## src/inc/ssc_pkg.sv

```systemverilog
/*
  Constants, register map and carrier types for the sensor configuration
  and control bank. Assumes a byte-wide register write port and a
  word-wide read port driven by the serial front end on core_clk.
*/
package ssc_pkg;
   // ----------------------------------------------------------------
   // Register byte addresses (low byte of each word)
   // ----------------------------------------------------------------
   localparam logic [6:0] ADDR_AUX_LEVEL = 7'h30;
   localparam logic [6:0] ADDR_LINE_CTRL = 7'h32;
   localparam logic [6:0] ADDR_MISC_CTRL = 7'h34;
   localparam logic [6:0] ADDR_RANGE_CFG = 7'h38;
   localparam logic [6:0] ADDR_COMMAND = 7'h3e;
   // ----------------------------------------------------------------
   // Reset values and field masks
   // ----------------------------------------------------------------
   localparam logic [15:0] RANGE_CFG_RESET = 16'h0402;
   localparam logic [15:0] AUX_LEVEL_RESET = 16'h0000;
   localparam logic [15:0] AUX_LEVEL_MASK = 16'h0fff;
   localparam logic [15:0] LINE_CTRL_MASK = 16'h0303;
   localparam logic [15:0] MISC_CTRL_MASK = 16'h07c7;
   localparam logic [15:0] RANGE_CFG_MASK = 16'h0707;
   // Field positions
   localparam int MISC_SELFTEST_BIT = 10;
   localparam int MISC_NEG_STIM_BIT = 9;
   localparam int MISC_POS_STIM_BIT = 8;
   localparam int MISC_BIAS_COMP_BIT = 7;
   localparam int MISC_ORIGIN_BIT = 6;
   localparam int MISC_DRDY_EN_BIT = 2;
   localparam int MISC_DRDY_POL_BIT = 1;
   localparam int MISC_DRDY_SEL_BIT = 0;
   localparam int CMD_LATCH_BIT = 2;
   localparam int STATUS_SELFTEST_BIT = 5;
   // Range encodings and least filter settings
   localparam logic [2:0] RANGE_WIDE = 3'h4;
   localparam logic [2:0] RANGE_MID = 3'h2;
   localparam logic [2:0] RANGE_NARROW = 3'h1;
   localparam logic [2:0] MIN_FILT_MID = 3'h2;
   localparam logic [2:0] MIN_FILT_NARROW = 3'h4;
   // ----------------------------------------------------------------
   // Timing
   // ----------------------------------------------------------------
   localparam int CLK_PERIOD_PS = 5000;
   localparam int SELFTEST_TIME_MS = 35;
   localparam longint SELFTEST_CYCLES =
      (longint'(SELFTEST_TIME_MS) * 64'd1000000000) / CLK_PERIOD_PS;
   localparam logic [5:0] DRDY_PULSE_CYCLES = 6'h20;
   // ----------------------------------------------------------------
   // Carrier types
   // ----------------------------------------------------------------
   typedef enum logic [1:0] {
      SSC_RANGE_WIDE,
      SSC_RANGE_MID,
      SSC_RANGE_NARROW
   } ssc_range_t;
   typedef struct packed {
      logic en;          // One-cycle byte write strobe
      logic [6:0] addr;  // Byte address
      logic [7:0] data;  // Byte to write
   } ssc_wr_t;
   typedef struct packed {
      ssc_range_t range; // Selected rate range
      logic [2:0] filt_m; // Filter exponent
      logic [7:0] taps;  // Tap count, 2**M
   } ssc_filt_t;
endpackage

```

## src/verilog/ssc_bank.sv

```systemverilog
/*
  Sensor configuration and control register bank: range and filter
  setup, staged converter level with latch, two general lines with
  data-ready and alarm overlay, self-test sequencing and enables.
  Assumes the serial front end issues byte writes and word reads on
  core_clk; line pins arrive asynchronously.
*/
`timescale 1ns/1ps
module ssc_bank #(
   parameter longint SELFTEST_CYCLES = ssc_pkg::SELFTEST_CYCLES
) (
   input wire logic core_clk,
   input wire logic rst,
   input wire ssc_pkg::ssc_wr_t wr_req,
   input wire logic [6:0] rd_addr,
   output logic [15:0] rd_data,
   input wire logic nv_load,
   input wire logic [15:0] nv_word,
   output logic [15:0] nv_range_word,
   output ssc_pkg::ssc_filt_t filt_cfg,
   output logic [11:0] aux_level_out,
   input wire logic [1:0] line_in,
   output logic [1:0] line_out,
   output logic [1:0] line_oe,
   input wire logic [1:0] alarm_line_en,
   input wire logic [1:0] alarm_line_lvl,
   input wire logic data_update,
   output logic selftest_active,
   input wire logic selftest_fail,
   input wire logic status_clear,
   output logic status_selftest_err,
   output logic stim_neg,
   output logic stim_pos,
   output logic bias_comp_en,
   output logic origin_align_en
);
   // ----------------------------------------------------------------
   // Decoding helpers
   // ----------------------------------------------------------------
   // Least filter exponent allowed for a range pattern
   function automatic logic [2:0] min_filt(input logic [2:0] rng);
      case (rng)
         ssc_pkg::RANGE_MID: min_filt = ssc_pkg::MIN_FILT_MID;
         ssc_pkg::RANGE_NARROW: min_filt = ssc_pkg::MIN_FILT_NARROW;
         default: min_filt = 3'h0;
      endcase
   endfunction
   // Raise a filter exponent to the range minimum
   function automatic logic [2:0] clamp_filt(input logic [2:0] m, input logic [2:0] rng);
      clamp_filt = (m < min_filt(rng)) ? min_filt(rng) : m;
   endfunction
   // True when a write targets a given byte
   function automatic logic hit(input ssc_pkg::ssc_wr_t w, input logic [6:0] a);
      hit = w.en && (w.addr == a);
   endfunction

   // ----------------------------------------------------------------
   // Storage
   // ----------------------------------------------------------------
   logic [15:0] range_cfg_reg;   // Range and filter word
   logic [15:0] aux_stage_reg;   // Staged converter word
   logic [11:0] aux_latch_reg;   // Driven converter level
   logic [15:0] line_ctrl_reg;   // Line direction and levels
   logic [15:0] misc_ctrl_reg;   // Misc function control
   logic [1:0] line_meta_reg;    // First sync stage, read by second only
   logic [1:0] line_sync_reg;    // Sampled pin levels
   logic [5:0] drdy_cnt_reg;     // Data-ready pulse remaining
   logic [31:0] st_cnt_reg;      // Self-test cycles elapsed
   logic st_err_reg;             // Self-test failure flag
   logic [1:0] line_out_reg;
   logic [1:0] line_oe_reg;
   logic [15:0] rd_data_reg;
   logic st_done;                // Last cycle of the self-test

   localparam logic [31:0] ST_LAST = 32'(SELFTEST_CYCLES - 1);

   // ----------------------------------------------------------------
   // Range and filter configuration
   // ----------------------------------------------------------------
   // Non-one-hot range bytes are dropped; any range byte write drags the
   // filter up to the new minimum so resolution is never lost even if
   // the host writes bytes in the wrong order.
   always_ff @(posedge core_clk or posedge rst) begin
      if (rst) begin
         range_cfg_reg <= ssc_pkg::RANGE_CFG_RESET;
      end else if (nv_load) begin
         // Restore from nonvolatile store
         range_cfg_reg <= nv_word & ssc_pkg::RANGE_CFG_MASK;
      end else if (hit(wr_req, ssc_pkg::ADDR_RANGE_CFG + 7'h1)) begin
         if (wr_req.data[2:0] == ssc_pkg::RANGE_WIDE ||
             wr_req.data[2:0] == ssc_pkg::RANGE_MID ||
             wr_req.data[2:0] == ssc_pkg::RANGE_NARROW) begin
            range_cfg_reg[10:8] <= wr_req.data[2:0];
            range_cfg_reg[2:0] <= clamp_filt(range_cfg_reg[2:0], wr_req.data[2:0]);
         end
      end else if (hit(wr_req, ssc_pkg::ADDR_RANGE_CFG)) begin
         range_cfg_reg[2:0] <= clamp_filt(wr_req.data[2:0], range_cfg_reg[10:8]);
      end
   end
   assign nv_range_word = range_cfg_reg;

   // Range decode and tap count
   always_comb begin
      case (range_cfg_reg[10:8])
         ssc_pkg::RANGE_MID: filt_cfg.range = ssc_pkg::SSC_RANGE_MID;
         ssc_pkg::RANGE_NARROW: filt_cfg.range = ssc_pkg::SSC_RANGE_NARROW;
         default: filt_cfg.range = ssc_pkg::SSC_RANGE_WIDE;
      endcase
      filt_cfg.filt_m = range_cfg_reg[2:0];
      filt_cfg.taps = 8'h01 << range_cfg_reg[2:0];
   end

   // ----------------------------------------------------------------
   // Auxiliary converter staging and latch
   // ----------------------------------------------------------------
   // Staged word takes byte writes; volatile, so reset clears it
   always_ff @(posedge core_clk or posedge rst) begin
      if (rst) begin
         aux_stage_reg <= ssc_pkg::AUX_LEVEL_RESET;
      end else if (hit(wr_req, ssc_pkg::ADDR_AUX_LEVEL)) begin
         aux_stage_reg[7:0] <= wr_req.data;
      end else if (hit(wr_req, ssc_pkg::ADDR_AUX_LEVEL + 7'h1)) begin
         aux_stage_reg[15:8] <= wr_req.data & 8'h0f;
      end
   end

   // Output latch moves only on the latch command, never on byte writes
   always_ff @(posedge core_clk or posedge rst) begin
      if (rst) begin
         aux_latch_reg <= 12'h000;
      end else if (hit(wr_req, ssc_pkg::ADDR_COMMAND) &&
                   wr_req.data[ssc_pkg::CMD_LATCH_BIT]) begin
         aux_latch_reg <= aux_stage_reg[11:0];
      end
   end
   assign aux_level_out = aux_latch_reg;

   // ----------------------------------------------------------------
   // General line control
   // ----------------------------------------------------------------
   always_ff @(posedge core_clk or posedge rst) begin
      if (rst) begin
         line_ctrl_reg <= 16'h0000;
      end else if (hit(wr_req, ssc_pkg::ADDR_LINE_CTRL)) begin
         line_ctrl_reg[1:0] <= wr_req.data[1:0];
      end else if (hit(wr_req, ssc_pkg::ADDR_LINE_CTRL + 7'h1)) begin
         line_ctrl_reg[9:8] <= wr_req.data[1:0];
      end
   end

   // Two-stage synchroniser on the pin inputs
   always_ff @(posedge core_clk or posedge rst) begin
      if (rst) begin
         line_meta_reg <= 2'h0;
         line_sync_reg <= 2'h0;
      end else begin
         line_meta_reg <= line_in;
         line_sync_reg <= line_meta_reg;
      end
   end

   // Data-ready pulse stretcher; a new update restarts the pulse
   always_ff @(posedge core_clk or posedge rst) begin
      if (rst) begin
         drdy_cnt_reg <= 6'h00;
      end else if (data_update && misc_ctrl_reg[ssc_pkg::MISC_DRDY_EN_BIT]) begin
         drdy_cnt_reg <= ssc_pkg::DRDY_PULSE_CYCLES;
      end else if (drdy_cnt_reg != 6'h00) begin
         drdy_cnt_reg <= drdy_cnt_reg - 6'h01;
      end
   end

   // Pin drivers, registered so the pins never glitch between owners
   generate
      for (genvar i = 0; i < 2; i++) begin : g_line
         always_ff @(posedge core_clk or posedge rst) begin
            if (rst) begin
               line_out_reg[i] <= 1'b0;
               line_oe_reg[i] <= 1'b0;
            end else if (misc_ctrl_reg[ssc_pkg::MISC_DRDY_EN_BIT] &&
                         misc_ctrl_reg[ssc_pkg::MISC_DRDY_SEL_BIT] == 1'(i)) begin
               // Data-ready owns the line first
               line_oe_reg[i] <= 1'b1;
               line_out_reg[i] <= (drdy_cnt_reg != 6'h00) ~^
                                  misc_ctrl_reg[ssc_pkg::MISC_DRDY_POL_BIT];
            end else if (alarm_line_en[i]) begin
               // Alarm indication second
               line_oe_reg[i] <= 1'b1;
               line_out_reg[i] <= alarm_line_lvl[i];
            end else begin
               // Plain line control last
               line_oe_reg[i] <= line_ctrl_reg[i];
               line_out_reg[i] <= line_ctrl_reg[8 + i];
            end
         end
      end
   endgenerate
   assign line_out = line_out_reg;
   assign line_oe = line_oe_reg;

   // ----------------------------------------------------------------
   // Misc control and self-test
   // ----------------------------------------------------------------
   assign st_done = misc_ctrl_reg[ssc_pkg::MISC_SELFTEST_BIT] && (st_cnt_reg == ST_LAST);

   // Self-test bit may be set by the host but only hardware clears it;
   // a running test cannot be aborted by writing zero.
   always_ff @(posedge core_clk or posedge rst) begin
      if (rst) begin
         misc_ctrl_reg <= 16'h0000;
      end else begin
         if (hit(wr_req, ssc_pkg::ADDR_MISC_CTRL)) begin
            misc_ctrl_reg[7:6] <= wr_req.data[7:6];
            misc_ctrl_reg[2:0] <= wr_req.data[2:0];
         end
         if (hit(wr_req, ssc_pkg::ADDR_MISC_CTRL + 7'h1)) begin
            misc_ctrl_reg[9:8] <= wr_req.data[1:0];
            if (wr_req.data[2]) begin
               misc_ctrl_reg[10] <= 1'b1;
            end else if (st_done) begin
               misc_ctrl_reg[10] <= 1'b0;
            end
         end else if (st_done) begin
            misc_ctrl_reg[10] <= 1'b0;
         end
      end
   end

   // Self-test duration counter
   always_ff @(posedge core_clk or posedge rst) begin
      if (rst) begin
         st_cnt_reg <= 32'h0;
      end else if (!misc_ctrl_reg[ssc_pkg::MISC_SELFTEST_BIT] || st_done) begin
         st_cnt_reg <= 32'h0;
      end else begin
         st_cnt_reg <= st_cnt_reg + 32'h1;
      end
   end

   // Failure flag: set at test end wins over a status read clear
   always_ff @(posedge core_clk or posedge rst) begin
      if (rst) begin
         st_err_reg <= 1'b0;
      end else if (st_done && selftest_fail) begin
         st_err_reg <= 1'b1;
      end else if (status_clear) begin
         st_err_reg <= 1'b0;
      end
   end

   assign status_selftest_err = st_err_reg;
   assign selftest_active = misc_ctrl_reg[ssc_pkg::MISC_SELFTEST_BIT];
   assign stim_neg = misc_ctrl_reg[ssc_pkg::MISC_NEG_STIM_BIT];
   assign stim_pos = misc_ctrl_reg[ssc_pkg::MISC_POS_STIM_BIT];
   assign bias_comp_en = misc_ctrl_reg[ssc_pkg::MISC_BIAS_COMP_BIT];
   assign origin_align_en = misc_ctrl_reg[ssc_pkg::MISC_ORIGIN_BIT];

   // ----------------------------------------------------------------
   // Read port
   // ----------------------------------------------------------------
   // Word read by even address; one cycle of latency. Command word is
   // write-only and reads zero like any unmapped address.
   always_ff @(posedge core_clk or posedge rst) begin
      if (rst) begin
         rd_data_reg <= 16'h0000;
      end else begin
         case ({rd_addr[6:1], 1'b0})
            ssc_pkg::ADDR_AUX_LEVEL: rd_data_reg <= aux_stage_reg & ssc_pkg::AUX_LEVEL_MASK;
            ssc_pkg::ADDR_LINE_CTRL: begin
               rd_data_reg <= 16'h0000;
               rd_data_reg[1:0] <= line_ctrl_reg[1:0];
               for (int k = 0; k < 2; k++) begin
                  rd_data_reg[8 + k] <= line_ctrl_reg[k] ? line_ctrl_reg[8 + k]
                                                         : line_sync_reg[k];
               end
            end
            ssc_pkg::ADDR_MISC_CTRL: rd_data_reg <= misc_ctrl_reg & ssc_pkg::MISC_CTRL_MASK;
            ssc_pkg::ADDR_RANGE_CFG: rd_data_reg <= range_cfg_reg & ssc_pkg::RANGE_CFG_MASK;
            default: rd_data_reg <= 16'h0000;
         endcase
      end
   end
   assign rd_data = rd_data_reg;

   // ----------------------------------------------------------------
   // Checks
   // ----------------------------------------------------------------
   // Range and filter word stays legal at every edge
   range_onehot_a: assert property (@(posedge core_clk) disable iff (rst)
      $onehot(range_cfg_reg[10:8])) else $error("range field not one-hot");
   filter_min_a: assert property (@(posedge core_clk) disable iff (rst)
      range_cfg_reg[2:0] >= min_filt(range_cfg_reg[10:8]))
      else $error("filter below range minimum");
   tap_count_a: assert property (@(posedge core_clk) disable iff (rst)
      $onehot(filt_cfg.taps) && filt_cfg.taps[range_cfg_reg[2:0]])
      else $error("tap count wrong");
   // Converter output moves only on the latch command
   aux_hold_a: assert property (@(posedge core_clk) disable iff (rst)
      !(wr_req.en && wr_req.addr == ssc_pkg::ADDR_COMMAND) |=> $stable(aux_level_out))
      else $error("converter level moved without latch");
   aux_latch_a: assert property (@(posedge core_clk) disable iff (rst)
      (hit(wr_req, ssc_pkg::ADDR_COMMAND) && wr_req.data[2])
      |=> aux_level_out == $past(aux_stage_reg[11:0]))
      else $error("latch did not load staged word");
   // Line ownership and data-ready level
   line_dir_a: assert property (@(posedge core_clk) disable iff (rst)
      (!misc_ctrl_reg[2] && alarm_line_en == 2'h0) ##1 (!misc_ctrl_reg[2] &&
      alarm_line_en == 2'h0) |-> line_oe == $past(line_ctrl_reg[1:0]))
      else $error("line direction mismatch");
   drdy_prio_a: assert property (@(posedge core_clk) disable iff (rst)
      misc_ctrl_reg[2] |=> line_oe[$past(misc_ctrl_reg[0])])
      else $error("data-ready line not driven");
   drdy_level_a: assert property (@(posedge core_clk) disable iff (rst)
      (misc_ctrl_reg[ssc_pkg::MISC_DRDY_EN_BIT] && data_update) ##1
      (misc_ctrl_reg[ssc_pkg::MISC_DRDY_EN_BIT] && $stable(misc_ctrl_reg[1:0]))
      |=> line_out[$past(misc_ctrl_reg[ssc_pkg::MISC_DRDY_SEL_BIT])] ==
      $past(misc_ctrl_reg[ssc_pkg::MISC_DRDY_POL_BIT]))
      else $error("data-ready level wrong");
   // Self-test length, self-clear and failure report; converter reset; misc read-back
   st_length_a: assert property (@(posedge core_clk) disable iff (rst)
      $rose(selftest_active) |-> selftest_active [*8])
      else $error("self-test ended too early");
   st_clear_a: assert property (@(posedge core_clk) disable iff (rst)
      st_done |=> !selftest_active ||
      $past(hit(wr_req, ssc_pkg::ADDR_MISC_CTRL + 7'h1) && wr_req.data[2]))
      else $error("self-test bit not cleared");
   st_flag_a: assert property (@(posedge core_clk) disable iff (rst)
      (st_done && selftest_fail) |=> status_selftest_err)
      else $error("self-test failure lost");
   aux_reset_a: assert property (@(posedge core_clk)
      $fell(rst) |-> aux_level_out == 12'h000 && aux_stage_reg == 16'h0000)
      else $error("converter not cleared by reset");
   misc_read_a: assert property (@(posedge core_clk) disable iff (rst)
      ($past({rd_addr[6:1], 1'b0}) == ssc_pkg::ADDR_MISC_CTRL)
      |-> (rd_data & ~ssc_pkg::MISC_CTRL_MASK) == 16'h0000)
      else $error("unused control bits read back");

   // Main scenarios worth seeing in a run
   cov_latch_c: cover property (@(posedge core_clk) disable iff (rst)
      hit(wr_req, ssc_pkg::ADDR_COMMAND) && wr_req.data[2]);
   cov_selftest_c: cover property (@(posedge core_clk) disable iff (rst) st_done);
   cov_narrow_c: cover property (@(posedge core_clk) disable iff (rst)
      filt_cfg.range == ssc_pkg::SSC_RANGE_NARROW);
   cov_drdy_c: cover property (@(posedge core_clk) disable iff (rst)
      misc_ctrl_reg[2] && data_update);
endmodule

```

## config.mk

```make
export PLATFORM = sky130hd
export DESIGN_NAME = ssc_bank
export DESIGN_NICKNAME = d
export VERILOG_FILES = /design/src/inc/ssc_pkg.sv /design/src/verilog/ssc_bank.sv
export SDC_FILE = /design/constraint.sdc
export NUM_CORES = 1
export LEC_CHECK = 0
export BUFFER_PORTS_ARGS = -buffer_cell sky130_fd_sc_hd__buf_2
export CAP_MARGIN = 20
export CORE_ASPECT_RATIO = 2
export CORE_MARGIN = 4
export CORE_UTILIZATION = 30
export DETAILED_ROUTE_END_ITERATION = 8
export GPL_TIMING_DRIVEN = 0
export HOLD_SLACK_MARGIN = 0.1
export PLACE_DENSITY_LB_ADDON = 0.25
export SLEW_MARGIN = 20
export SYNTH_ARGS = -nofsm -noshare
export SYNTH_HDL_FRONTEND = slang
export SYNTH_SLANG_ARGS = --single-unit
```

## constraint.sdc

```tcl
create_clock -name core_clk -period 6.1 [get_ports core_clk]
set_input_delay 0.915 -clock core_clk [delete_from_list [all_inputs] [get_ports core_clk]]
set_output_delay 0.915 -clock core_clk [all_outputs]
set_load 0.02 [all_outputs]
```

==> qor.csv <==
stage,metric,value,unit
status,run_status,"complete, no violations",
placed_design,place_area,5810,um^2
power,p_per_area,257,nW/um^2
worst_setup_path,crit_type,input port to register,
clocking,cts_sinks,101,
global_routing,grt_pass1_wl,21300,um
worst_setup_path,r2r_slack,4.00,ns
timing,fin_skew,0.0122,ns
floorplanning,die_h,191,um
power,irDropWorstVdd,170,uV
yosys,ys_types,61,
clocking,ctsHoldBuffers,0,
power,power,1580,uW
final_layout,largest_register_ff_count,32,
global_routing,grtUsageMet3,0.0179,
yosys,synthArstFlopShare,1.00,
global_routing,track_usage,0.143,
route,num_vias,3881,
clocking,cts_tree,done,
global_routing,grt-ovfl-total,0,
timing,layout_setup_ws,3.35,ns
final_layout,area_growth,22.2,%
global_routing,grt_pass1_vias,4114,
clocking,cts_resized,0,
timing,totalNegativeSetupSlack,0,ns
worst_setup_path,cp.required,6.34,ns
timing,worst_slew_pin_slew,0.954,ns
yosys,ys_seq_area_frac,0.504,
worst_setup_path,critPathSlowestCell,o311ai_0,
clocking,cts_setup_buffers,0,
timing,period_share,0.452,
route,ant_nets,0,
placed_design,place_congestion,0.837,
global_routing,globalRouteMet1Util,0.142,
yosys,synth_area,5010,um^2
placed_design,port_buffers,89,
yosys,ys.flop_type,dfrtp_1,
yosys,yosys-top-cells-count,"dfrtp_1, nor2_1, nand2_1, mux2_2, xor2_1",
clocking,htree_levels,3,
route,viasPerCell,4.92,
clocking,root_buffer,clkbuf_16,
power,power_frac_comb,0.145,
yosys,yosys.area.top_type,dfrtp_1,
power,p_switching,436,uW
power,intPower,1140,uW
yosys,postSynthAreaPerCell,10.8,um^2
worst_hold_path,worstHoldStart,line_meta_reg[1],
clocking,clock_latency,0.35,ns
yosys,synth.area.top_cells,"dfrtp_1, mux2_2, xor2_1, nor2_1, nand2_1",
worst_setup_path,regToRegStartpoint,st_cnt_reg[25],
power,p_clk_frac,0.379,
worst_setup_path,ff2ff_path_depth,6,
floorplanning,core,16400,um^2
route,post-route-drc-count,0,
worst_setup_path,critPathMaxFanout,7,
global_routing,antenna_found_initial,0,
final_layout,antenna_cells,0,
route,wl_per_cell,16.6,um
timing,timing_hold_violations_final,0,
worst_setup_path,slowest_delay,0.43,ns
final_layout,regArea,2530,um^2
floorplanning,start_util,0.307,
clocking,clk_pin_slew,0.07,ns
floorplanning,die_w,99.4,um
yosys,ys_ff_latch,101,
worst_setup_path,timing.rr.end,st_cnt_reg[10],
route,wirelength,13100,um
floorplanning,core.rowCount,66,
worst_hold_path,worstHoldEndpoint,line_sync_reg[1],
timing,relSlewSlack,0.362,
timing,setup_viol,0,
final_layout,fin_area,6130,um^2
worst_setup_path,critPathLaunchType,input port,
timing,max_freq,363,MHz
final_layout,multi_input_area,2290,um^2
power,swShare,0.277,
worst_hold_path,min_path_type,register to register,
floorplanning,fp.dieArea,19000,um^2
global_routing,met2_usage,0.280,
worst_setup_path,crit_path_end_kind,register,
route,dr.first_iter.drc_count,190,
floorplanning,pin_count,118,
clocking,cts_made_buffers,9,
placed_design,dp_slack,3.05,ns
power,p_seq_frac,0.477,
placed_design,hpwlAfterDp,10300,um
run,maxCapViolations,0,
worst_hold_path,hold_depth,0,
power,p_leak,0.00298,uW
worst_setup_path,worstPathArrival,3.00,ns
worst_setup_path,critPathMostFrequentCell,a21oi_1,
yosys,yosys_warnings,0,
yosys,synth_cells,466,
final_layout,fin_nets,637,
yosys,yosys.area.top_type_share,0.494,
global_routing,grt.busiest_layer,met2,
worst_setup_path,cp_cell_sequence,"buf_2, or3b_4, ha_1, nor3b_1, a21oi_1, o311ai_0, a21oi_1, o31ai_1",
timing,post-route-min-period,2.75,ns
timing,timing.hold.ws,0.351,ns
timing,maxSlewViolCount,0,
clocking,cts_buffer_depth,2,
yosys,synth.most_common_cell,dfrtp_1,
timing,rsz0062_at_grt,no,
yosys,synth-edff-count,0,
route,firstDrtPassIters,4,
final_layout,final.fill_count,1689,
final_layout,drive_above_1_share,0.309,
global_routing,grt_max_degree,79,
placed cells by master (no fill, tap or decap), types with 4 or more instances in the layout:
master     count
xnor2_1        9
or4_1          4
inv_1         10
dfrtp_1       99
and3_1         4
or3_1         11
a222oi_1       6
nand4_1       14
mux2_2        36
buf_4         17
xor2_1        20
o31ai_1        4
conb_1        14
nor3_1         6
nand2_1       38
nor3b_1        4
and2_1         7
clkbuf_1      12
clkbuf_16      9
nand3_1       13
ha_1           6
nor4_1         8
buf_2         94
nor2b_1        7
a21oi_1       17
nor2_1        46
o21ai_0        7
worst max path at each step:
stage	start	to	slack (ns)	cells after the start
final	wr_req[0]	nv_range_word[2]	3.35	8
after CTS	wr_req[0]	nv_range_word[2]	3.41	8
after global routing	wr_req[0]	nv_range_word[2]	3.26	8
after floorplan	rst	aux_level_out[0]	2.54	1
after detailed placement	wr_req[0]	nv_range_word[2]	3.05	8
after global placement	rst	aux_level_out[11]	1.40	2
power groups by stage:
stage          Clock (uW)  Combinational (uW)  Sequential (uW)
2_1_floorplan           0                 148              765
3_3_place_gp            0                 215              762
3_5_place_dp            0                 230              765
4_1_cts               617                 232              751
5_1_grt               639                 257              759
6_report              597                 228              751
layout make-up:
cell class / instances / share of cell area
Clock inverter: 7 / 0.0149
Multi-Input combinational cell: 331 / 0.374
Inverter: 11 / 0.00755
Buffer: 36 / 0.0347
Clock buffer: 9 / 0.0367
Timing Repair Buffer: 90 / 0.0772
Tap cell: 204 / 0.0416
Sequential cell: 101 / 0.413
worst max-delay path, delay by kind of cell:
family / cells / cell delay [ns]
buffers and inverters: 1 / 0.16
adder cells (fa/ha/maj): 1 / 0.32
AND/OR/NAND/NOR: 2 / 0.65
AO/OA/AOI/OAI: 4 / 0.95
cell families (layout without fill, tap and decap cells):
family,after synthesis,count (layout),synth area share
flip-flops,101,101,0.504
XOR/XNOR,29,29,0.0506
adder cells (fa/ha/maj),6,6,0.0150
AO/OA/AOI/OAI,53,53,0.0768
AND/OR/NAND/NOR,192,192,0.219
other,1,14,0.000748
buffers and inverters,47,153,0.0506
multiplexers,37,37,0.0828
layer usage:
layer	vias to the layer above	wire length (um)
met4	0	416
met5	-	0
met1	1913	4570
li1	1858	-
met2	86	7720
met3	24	380
through the flow:
stage          instances   util
2_1_floorplan        479      -
3_3_place_gp         772  0.353
5_1_grt              789  0.375
4_1_cts              789  0.374
6_report             789  0.375
3_5_place_dp         773  0.355
Note: power is estimated with default switching activity, not from simulation.
